File: src/ied_pkg.sv
// constants and types of the input event and diagnostic block
// assumes a 25 MHz clock and loop currents given in microamps
// ====================================================================
package ied_pkg;
	localparam int CH_NUM = 4;
	localparam int CUR_W = 16;
	localparam int CNT_W = 19;
	localparam int MASK_W = 32;
	localparam int CLK_MHZ = 25;
	localparam logic [15:0] SHORT_UA = 16'h2134;
	localparam logic [15:0] OPEN_UA = 16'h0064;
	localparam int DLY_0P1_US = 100;
	localparam int DLY_0P5_US = 500;
	localparam int DLY_3_US = 3000;
	localparam int DLY_15_US = 15000;
	localparam int DLY_20_US = 20000;
	localparam int SUPPLY_HOLD_US = 20000;
	localparam int DLY_0P1_CYC = DLY_0P1_US * CLK_MHZ;
	localparam int DLY_0P5_CYC = DLY_0P5_US * CLK_MHZ;
	localparam int DLY_3_CYC = DLY_3_US * CLK_MHZ;
	localparam int DLY_15_CYC = DLY_15_US * CLK_MHZ;
	localparam int DLY_20_CYC = DLY_20_US * CLK_MHZ;
	localparam int SUPPLY_HOLD_CYC = SUPPLY_HOLD_US * CLK_MHZ;
	typedef enum logic [2:0] {
		IED_DLY_0P1,
		IED_DLY_0P5,
		IED_DLY_3,
		IED_DLY_15,
		IED_DLY_20
	} ied_dly_type;
endpackage : ied_pkg

File: src/ied_top.sv
// input filtering, fault classification, process events and supply handling
// assumes all inputs synchronous to ref_clk; host acknowledges with ack_strobe
`timescale 1ns/1ps
`default_nettype none
module ied_top
	import ied_pkg::*;
#(
	parameter int DLY_0P5_CYC_P = DLY_0P5_CYC,
	parameter int DLY_3_CYC_P = DLY_3_CYC,
	parameter int DLY_15_CYC_P = DLY_15_CYC,
	parameter int DLY_20_CYC_P = DLY_20_CYC,
	parameter int SUPPLY_HOLD_CYC_P = SUPPLY_HOLD_CYC
) (
	input wire logic ref_clk,
	input wire logic srst,
	input wire logic [CH_NUM-1:0] raw_in,
	input wire logic [CH_NUM-1:0][CUR_W-1:0] loop_current_ua,
	input wire logic params_valid,
	input wire logic params_bad,
	input wire logic proc_irq_en,
	input wire logic diag_irq_en,
	input wire logic [CH_NUM-1:0] wire_break_en,
	input wire logic [CH_NUM-1:0] short_en,
	input wire logic [CH_NUM-1:0] rise_en,
	input wire logic [CH_NUM-1:0] fall_en,
	input wire logic [2:0] delay_sel,
	input wire logic load_supply_ok,
	input wire logic cpu_run,
	input wire logic ack_strobe,
	input wire logic [CH_NUM-1:0] ack_mask,
	output logic [CH_NUM-1:0] process_value,
	output logic proc_irq_req,
	output logic [MASK_W-1:0] trigger_channel_mask,
	output logic diag_irq,
	output logic [CH_NUM-1:0] short_fault,
	output logic [CH_NUM-1:0] open_fault,
	output logic [CH_NUM-1:0] irq_lost,
	output logic not_configured,
	output logic bad_params,
	output logic supply_missing,
	output logic group_fault_indicator
);
	// ====================================================================
	// effective enables
	logic proc_en_eff;
	logic diag_en_eff;
	assign proc_en_eff = params_valid & proc_irq_en;
	assign diag_en_eff = params_valid & diag_irq_en;

	// ====================================================================
	// input delay filter, one per channel
	logic [CNT_W-1:0] dly_cyc;
	always_comb begin
		case (ied_dly_type'(delay_sel))
			IED_DLY_0P1: dly_cyc = CNT_W'(DLY_0P1_CYC);
			IED_DLY_0P5: dly_cyc = CNT_W'(DLY_0P5_CYC_P);
			IED_DLY_15: dly_cyc = CNT_W'(DLY_15_CYC_P);
			IED_DLY_20: dly_cyc = CNT_W'(DLY_20_CYC_P);
			default: dly_cyc = CNT_W'(DLY_3_CYC_P);
		endcase
	end

	logic [CH_NUM-1:0] filt_ff;
	logic [CH_NUM-1:0] filt_prev_ff;
	logic [CH_NUM-1:0][CNT_W-1:0] flt_cnt_ff;
	genvar gi;
	generate
		for (gi = 0; gi < CH_NUM; gi++) begin : g_flt
			// a new level is taken only after it stood for the whole delay
			always_ff @(posedge ref_clk) begin
				if (srst) begin
					flt_cnt_ff[gi] <= '0;
					filt_ff[gi] <= 1'b0;
				end else if (raw_in[gi] == filt_ff[gi]) begin
					flt_cnt_ff[gi] <= '0;
				end else if (flt_cnt_ff[gi] >= dly_cyc - CNT_W'(1)) begin
					flt_cnt_ff[gi] <= '0;
					filt_ff[gi] <= raw_in[gi];
				end else begin
					flt_cnt_ff[gi] <= flt_cnt_ff[gi] + CNT_W'(1);
				end
			end
		end
	endgenerate

	always_ff @(posedge ref_clk) begin
		if (srst) begin
			filt_prev_ff <= '0;
		end else begin
			filt_prev_ff <= filt_ff;
		end
	end

	// ====================================================================
	// edge events and pending store
	logic [CH_NUM-1:0] edge_hit;
	logic [CH_NUM-1:0] ack_hit;
	logic [CH_NUM-1:0] pend_ff;
	logic [CH_NUM-1:0] lost_new;
	assign edge_hit = (filt_ff & ~filt_prev_ff & rise_en)
		| (~filt_ff & filt_prev_ff & fall_en);
	assign ack_hit = ack_strobe ? ack_mask : '0;
	// an edge in the acknowledge cycle starts a fresh event instead of being lost
	assign lost_new = edge_hit & pend_ff & ~ack_hit & {CH_NUM{proc_en_eff}};

	always_ff @(posedge ref_clk) begin
		if (srst) begin
			pend_ff <= '0;
		end else begin
			pend_ff <= (pend_ff & ~ack_hit)
				| (edge_hit & {CH_NUM{proc_en_eff}});
		end
	end

	always_ff @(posedge ref_clk) begin
		if (srst) begin
			irq_lost <= '0;
		end else begin
			irq_lost <= (irq_lost & ~ack_hit) | lost_new;
		end
	end

	always_ff @(posedge ref_clk) begin
		if (srst) begin
			proc_irq_req <= 1'b0;
			trigger_channel_mask <= '0;
		end else begin
			proc_irq_req <= |pend_ff;
			trigger_channel_mask <= {{(MASK_W-CH_NUM){1'b0}}, pend_ff};
		end
	end

	// ====================================================================
	// fault classification
	logic [CH_NUM-1:0] short_raw;
	logic [CH_NUM-1:0] open_raw;
	generate
		for (gi = 0; gi < CH_NUM; gi++) begin : g_cls
			assign short_raw[gi] = loop_current_ua[gi] > SHORT_UA;
			assign open_raw[gi] = loop_current_ua[gi] <= OPEN_UA;
		end
	endgenerate

	always_ff @(posedge ref_clk) begin
		if (srst) begin
			short_fault <= '0;
			open_fault <= '0;
			not_configured <= 1'b1;
			bad_params <= 1'b0;
			supply_missing <= 1'b0;
		end else begin
			short_fault <= short_raw & short_en;
			open_fault <= open_raw & wire_break_en;
			not_configured <= ~params_valid;
			bad_params <= params_bad;
			supply_missing <= ~load_supply_ok;
		end
	end

	// ====================================================================
	// diagnostic interrupt on any change of the reported fault set
	localparam int DV_W = 2 * CH_NUM + 3;
	logic [DV_W-1:0] diag_vec;
	logic [DV_W-1:0] diag_vec_ff;
	assign diag_vec = {short_raw & short_en, open_raw & wire_break_en,
		~params_valid, params_bad, ~load_supply_ok};

	always_ff @(posedge ref_clk) begin
		if (srst) begin
			diag_vec_ff <= '0;
		end else begin
			diag_vec_ff <= diag_vec;
		end
	end

	always_ff @(posedge ref_clk) begin
		if (srst) begin
			diag_irq <= 1'b0;
		end else begin
			diag_irq <= diag_en_eff & ((diag_vec != diag_vec_ff) | (|lost_new));
		end
	end

	always_ff @(posedge ref_clk) begin
		if (srst) begin
			group_fault_indicator <= 1'b0;
		end else begin
			group_fault_indicator <= (|diag_vec) | (|lost_new);
		end
	end

	// ====================================================================
	// load supply hold timer and process values
	logic [CNT_W-1:0] sup_cnt_ff;
	logic sup_expired;
	assign sup_expired = sup_cnt_ff >= CNT_W'(SUPPLY_HOLD_CYC_P);

	always_ff @(posedge ref_clk) begin
		if (srst || load_supply_ok) begin
			sup_cnt_ff <= '0;
		end else if (!sup_expired) begin
			sup_cnt_ff <= sup_cnt_ff + CNT_W'(1);
		end
	end

	// short dips keep the last values; in stop a missing supply zeros at once
	always_ff @(posedge ref_clk) begin
		if (srst) begin
			process_value <= '0;
		end else if (load_supply_ok) begin
			process_value <= filt_ff;
		end else if (sup_expired || !cpu_run) begin
			process_value <= '0;
		end
	end

	// ====================================================================
	// independent age of a supply loss, so the hold span is not judged
	// by the very counter that it is meant to check
	logic [CNT_W-1:0] loss_age_ff;

	always_ff @(posedge ref_clk) begin
		if (srst) begin
			loss_age_ff <= '0;
		end else if (load_supply_ok) begin
			loss_age_ff <= '0;
		end else if (loss_age_ff != {CNT_W{1'b1}}) begin
			loss_age_ff <= loss_age_ff + CNT_W'(1);
		end
	end
endmodule : ied_top
`default_nettype wire

File: config.mk
export PLATFORM = sky130hd
export DESIGN_NAME = ied_top
export DESIGN_NICKNAME = d
export VERILOG_FILES = /design/src/ied_pkg.sv /design/src/ied_top.sv
export SDC_FILE = /design/constraint.sdc
export NUM_CORES = 1
export LEC_CHECK = 0
export CORE_ASPECT_RATIO = 1.75
export CORE_MARGIN = 4
export CORE_UTILIZATION = 40
export CTS_BUF_LIST = sky130_fd_sc_hd__clkbuf_2 sky130_fd_sc_hd__clkbuf_4 sky130_fd_sc_hd__clkbuf_8
export DETAILED_ROUTE_END_ITERATION = 16
export DONT_BUFFER_PORTS = 1
export HOLD_SLACK_MARGIN = 0.02
export SYNTH_ARGS = -nofsm -noshare
export SYNTH_HDL_FRONTEND = slang
export SYNTH_SLANG_ARGS = --single-unit
File: constraint.sdc
create_clock -name ref_clk -period 4.55 [get_ports ref_clk]
set_input_delay 0.2275 -clock ref_clk [delete_from_list [all_inputs] [get_ports ref_clk]]
set_output_delay 0.2275 -clock ref_clk [all_outputs]
set_load 0.05 [all_outputs]
==> results of run 1 <==
-- sequential cells by signal, summed over array words and instances, names as in the netlist, 3 cells and up --
register and count:
sup_cnt_ff 19, filt_ff 4, trigger_channel_mask 4, irq_lost 4, flt_cnt_ff 76, short_fault 4, diag_vec_ff 4, open_fault 3
process_value 4, filt_prev_ff 4, pend_ff 4
-- power by group through the flow --
| stage | logic, mW | registers, mW | clock network [mW] |
|---|---|---|---|
| 4_1_cts | 0.195 | 1.21 | 1.13 |
| 2_1_floorplan | 0.177 | 1.22 | 0 |
| 3_3_place_gp | 0.169 | 1.23 | 0 |
| 6_report | 0.194 | 1.21 | 1.10 |
| 3_5_place_dp | 0.170 | 1.23 | 0 |
| 5_1_grt | 0.214 | 1.21 | 1.18 |
-- cells by family (layout without fill, tap and decap cells) --
| group | count (synthesis) | in the layout | synth area share, % |
|---|---|---|---|
| and+or+nand+nor | 392 | 392 | 25.23 |
| DFF | 134 | 134 | 34.68 |
| AOI/OAI and AO/OA | 132 | 132 | 11.27 |
| xor gates and xnor gates | 90 | 90 | 10.19 |
| adders and majority gates | 74 | 74 | 11.97 |
| buffers and inverters | 74 | 79 | 5.742 |
| muxes | 6 | 6 | 0.8088 |
| other | 2 | 36 | 0.09709 |
-- worst min-delay path by stage --
| stage | from | endpoint | depth (start not counted) |
|---|---|---|---|
| finish | srst | process_value[1] | 2 |
| global route | srst | diag_vec_ff[2] | 2 |
| CTS | srst | diag_vec_ff[2] | 2 |
| detailed placement | params_valid | diag_vec_ff[2] | 1 |
| global placement | params_valid | diag_vec_ff[2] | 1 |
| floorplan | params_valid | diag_vec_ff[2] | 1 |
-- Yosys cell counts (all sizes together), types with 3 or more instances --
| library cell | n | area share (%) |
|---|---|---|
| a21o | 14 | 1.4 |
| nor3 | 9 | 0.58 |
| nor2 | 153 | 7.4 |
| xnor2 | 33 | 3.7 |
| a21boi | 3 | 0.29 |
| nor4 | 8 | 0.81 |
| nand2b | 7 | 0.57 |
| a31oi | 8 | 0.65 |
| xor2 | 57 | 6.5 |
| o21a | 6 | 0.58 |
| dfxtp | 134 | 35 |
| nand2 | 57 | 2.9 |
| o21ai | 23 | 1.6 |
| or3 | 8 | 0.66 |
| mux2i | 4 | 0.52 |
| nor3b | 8 | 0.78 |
| or4 | 4 | 0.44 |
| nor2b | 19 | 1.5 |
| buf | 42 | 4.2 |
| o211ai | 3 | 0.29 |
| nand4 | 23 | 1.9 |
| inv | 21 | 1.0 |
| a21oi | 36 | 2.3 |
| o22ai | 5 | 0.40 |
| a211oi | 11 | 1.1 |
| nor4b | 3 | 0.42 |
| a211o | 5 | 0.57 |
| and4 | 4 | 0.45 |
| ha | 74 | 12 |
| and2 | 4 | 0.32 |
| nand3b | 9 | 0.87 |
| and3 | 23 | 1.9 |
| clkbuf | 11 | 0.53 |
| nand3 | 48 | 3.2 |
-- layer usage --
| layer | up-vias | GRT usage [%] | part of all wire [%] | routed length (um) |
|---|---|---|---|---|
| met5 | - | 0 | 0 | 0 |
| met4 | 0 | 9.995 | 4.1 | 806 |
| met3 | 47 | 4.351 | 5.6 | 1095 |
| met2 | 192 | 35.57 | 54 | 10560 |
| met1 | 2914 | 17.66 | 36 | 7139 |
| li1 | 3157 | - | - | - |
-- critical path: cells and delay by family --
family,cells,cell delay (ns)
compound gates,2,0.31
fa+ha+maj,1,0.34
buf+inv,1,0.25
simple gates,7,1.75
-- what timing repair did --
item / in CTS / in global routing
endpoints found under the hold margin: 39 / 0
buffers inserted: 0 / 0
hold buffers: 23 / 0
-- per-stage QoR --
stage | utilization, % | cell area [um^2]
3_3_place_gp | 40.92 | 7821
2_1_floorplan | - | 7863
5_1_grt | 44.45 | 8496
3_5_place_dp | 40.92 | 7821
4_1_cts | 44.45 | 8496
6_report | 44.45 | 8496
-- layout make-up --
cell class                      instances  area [um^2]
Tap cell                              241        301.5
Timing Repair Buffer                   26        262.8
Clock buffer                           19        255.2
Clock inverter                         13        178.9
Inverter                               21        78.83
Multi-Input combinational cell        730         4736
Sequential cell                       134         2683
Fill cell                            1944        10620
==> impl_metrics.ini, run 1 <==
[floorplanning]
start_util_pct = 40.47
dieArea_um2 = 21710
rows = 67
die_y_um = 192.0
fp.dieW_um = 113.1
core-area_um2 = 19110
pin_count = 154

[critical_path]
path_class = in2reg
required_ns = 4.87
crit_end = flt_cnt_ff[72]
r2r_cells = 8
rr_startpoint = sup_cnt_ff[5]
critical_path.max_fanout = 19
rrSetupSlack_ns = 2.11
slowest_delay_ns = 0.56
cp_common_cell = nor2_1
r2r-end = process_value[3]
critPathLaunchType = primary input
path_cells = nor2_1, and2_1, inv_1, ha_1, nand4_1, nor2_1, a311oi_1, or3_1, a31oi_1, or3_1, nor2_1
crit_arrival_ns = 2.89
crit_slowest_cell = or3_1
endpoint_kind = flip-flop
cp-startpoint = delay_sel[1]

[synthesis]
synthArstFlopShare_pct = 0
syn_avg_cell_area_um2 = 8.556
yosysWarnings = 0
netlist-cell-type-count = 65
synthesis.area_um2 = 7735
netlist_instances = 904
ys.flop_type = dfxtp_1
ys_seq_area_share_pct = 34.68
synth-seq-cells = 134
synth_edf_count = 0

[layout]
finalNonFillerCells = 1184
diodes = 0
final_cell_mix = 153 x nor2_1, 134 x dfxtp_1, 74 x ha_1
fin_nets = 1104
layout-drive-gt1-share_pct = 5.620
synthToLayoutAreaGrowth_pct = 9.835
layout_commonest_cell = nor2_1

[detailed_routing]
drt-total-wl_um = 19600
dr.first_iter.drc_count = 318
wl_per_cell_um = 16.56
dr.pass1.iters = 7
vias_per_cell = 5.329
postRouteAntennaNets = 0
vias = 6310
drc = 0

[timing]
clock_skew_ns = 0.01737
period_share_pct = 56.45
finalSetupTns_ns = 0
hold_violations = 0
period_minus_slack_ns = 2.568
tightest_slew_ns = 0.6946
setup_violations = 0
slew_violations = 0
fmax_ghz = 0.3893
timing.hold.ws_ns = 0.06094
rsz0062_at_grt = no
slew-limit-headroom_pct = 53.38
worst_slack_ns = 1.982

[global_routing]
grt_max_degree = 39
grt_pass1_vias = 6506
grt_pass1_wl_um = 31400
grtUsageTotal_pct = 18.46
antenna_found_initial = 0
overflow = 0

[clocking]
clk_path_buf_depth = 2
tritoncts = done
clk_pin_slew_ns = 0.08
htreeDepth = 4
clkLatencyLatePin_ns = 0.46
root_buffer = clkbuf_8
numClockSinks = 134
cts-buffers-inserted = 17
cts.repair.resized = 0

[power]
ir_drop_mv = 0.2089
powerDensity_nw_per_um2 = 293.8
pwr-share-seq_pct = 48.3
switching_share_pct = 25.71
p_sw_mw = 0.6417
p_clk_share_pct = 43.9
power.leakage_nw = 3.387
p_comb_share_pct = 7.8
p_int_mw = 1.855
power_mw = 2.496

[placement]
place_ws_ns = 1.474
dpl.hpwl_um = 15160
portBuffers = 0
dp.cells = 1129
globalplace.congestion = 0.8783

[min_path]
worstHoldPathType = in2reg

[run_status]
status = finished, final reports clean

[flow_run]
maxCapViolations = 0
No activity file was read; power rests on OpenSTA's default activity.
==> run 2, diff against run 1 <==
==> constraint.sdc (replaced) <==
create_clock -name ref_clk -period 2.3 [get_ports ref_clk]
set_input_delay 0.115 -clock ref_clk [delete_from_list [all_inputs] [get_ports ref_clk]]
set_output_delay 0.115 -clock ref_clk [all_outputs]
set_load 0.05 [all_outputs]
==> impl_metrics.ini, run 2 (synthesis gave the netlist of run 1 again) <==
[detailed_routing]
dr.pass1.iters = 4
postRouteAntennaNets = 0
wl_per_cell_um = 16.47
dr.first_iter.drc_count = 277
drt-total-wl_um = 20750
vias = 6659
drc = 0
vias_per_cell = 5.285

[placement]
globalplace.congestion = 0.9553
place_area_um2 = 8253
dpl.hpwl_um = 16020
place_ws_ns = -0.09655
portBuffers = 0

[timing]
setup_violations = 0
slew-limit-headroom_pct = 62.02
fmax_ghz = 0.4601
timing.hold.ws_ns = 0.04287
hold_violations = 0
period_minus_slack_ns = 2.174
rsz0062_at_grt = yes
period_share_pct = 94.50
tightest_slew_ns = 0.5689
worst_slack_ns = 0.1264
clock_skew_ns = 0.01042
finalSetupTns_ns = 0
slew_violations = 0

[clocking]
htreeDepth = 4
cts-buffers-inserted = 17
tritoncts = done
root_buffer = clkbuf_8
clk_pin_slew_ns = 0.08
clk_path_buf_depth = 2
clkLatencyLatePin_ns = 0.46
numClockSinks = 134

[floorplanning]
dieArea_um2 = 21710
rows = 67
core-area_um2 = 19110
die_y_um = 192.0
pin_count = 154
fp.dieW_um = 113.1
start_util_pct = 40.47

[critical_path]
cp_common_cell = a211o_1
rrSetupSlack_ns = 0.13
critPathLaunchType = flip-flop
crit_slowest_cell = dfxtp_1
slowest_delay_ns = 0.34
endpoint_kind = flip-flop
path_class = reg2reg
critical_path.max_fanout = 19
path_cells = ha_1, a21o_1, a211o_1, a211o_1, a41o_1, o221ai_2, o21ai_4, buf_12, nor2_1
crit_arrival_ns = 2.56
required_ns = 2.69

[layout]
synthToLayoutAreaGrowth_pct = 19.01
largest_register_ff_count = 76
regMostFlops = flt_cnt_ff
fin_nets = 1180
layout-drive-gt1-share_pct = 12.08
layout_commonest_cell = nor2_1
reg.largest.list = flt_cnt_ff x76, sup_cnt_ff x19
fin_area_um2 = 9205
final_cell_mix = 153 x nor2_1, 133 x dfxtp_1, 74 x ha_1

[run_status]
status = finished, final reports clean

[power]
ir_drop_mv = 0.3783
power.leakage_nw = 3.776
powerDensity_nw_per_um2 = 557.7
power_mw = 5.134

[global_routing]
antenna_found_initial = 1
grt_pass1_vias = 6785
grt_pass1_wl_um = 33330
overflow = 0
grt_max_degree = 40
grtUsageTotal_pct = 19.58

[min_path]
worstHoldPathType = in2reg

[flow_run]
maxCapViolations = 0
[run 2: cell types whose count changed in the layout (fill, tap and decap cells not counted), moves of 2 or more]
cell	before	now
buf_4	3	60
nor3b_1	8	6
clkinv_2	4	2
nor3b_2	0	2
dlygate4sd3_1	22	38
buf_6	0	2
[run 2: critical path, delay by kind of cell, from the launching register on]
family          cells  cell delay, ns
compound gates      6            1.18
fa+ha+maj           1            0.32
flops               1            0.34
simple gates        1            0.10
buf+inv             1            0.16
[run 2: path summary, 6_finish.rpt]
check                  from        endpoint  cells after the start
max          flt_cnt_ff[17]   flt_cnt_ff[3]                      9
min                    srst  flt_cnt_ff[57]                      3
max reg2reg  flt_cnt_ff[17]   flt_cnt_ff[3]                      9
min reg2reg  sup_cnt_ff[18]  sup_cnt_ff[18]                      2
[run 2: through the flow]
step / util [%] / cells
after detailed placement: 43.18 / 1184
after CTS: 47.69 / 1254
final: 48.16 / 1260
after global routing: 48.16 / 1260
after floorplan: - / 938
after global placement: 43.18 / 1184
[run 2: timing repair]
| item | 4_1_cts | 5_1_grt |
|---|---|---|
| hold endpoints to repair | 82 | 0 |
| buffers inserted | 0 | 5 |
| resized for setup | 0 | 13 |
| hold buffers | 39 | 0 |
| setup endpoints to repair | 0 | 25 |
[run 2: layer usage]
metal  wire [um]  vias up  GRT usage [%]
met1        7332     3115          18.18
met5           0        -              0
li1            -     3314              -
met2       11600      193          39.34
met3        1275       37          5.044
met4         542        0          7.959
[run 2: power breakdown]
group | internal, mW | switching, mW
registers | 2.34 | 0.0241
clock network | 1.34 | 0.953
logic | 0.164 | 0.314
[run 2: layout make-up]
cell class	count	area (um^2)
fillers	1885	9908
well taps	241	301.5
repair buffers	102	893.4
flip-flops and latches	134	2684
clock buffers	19	261.5
clock inverters	12	200.2
inverters	21	78.83
multi-input cells	730	4783
diodes	1	2.502
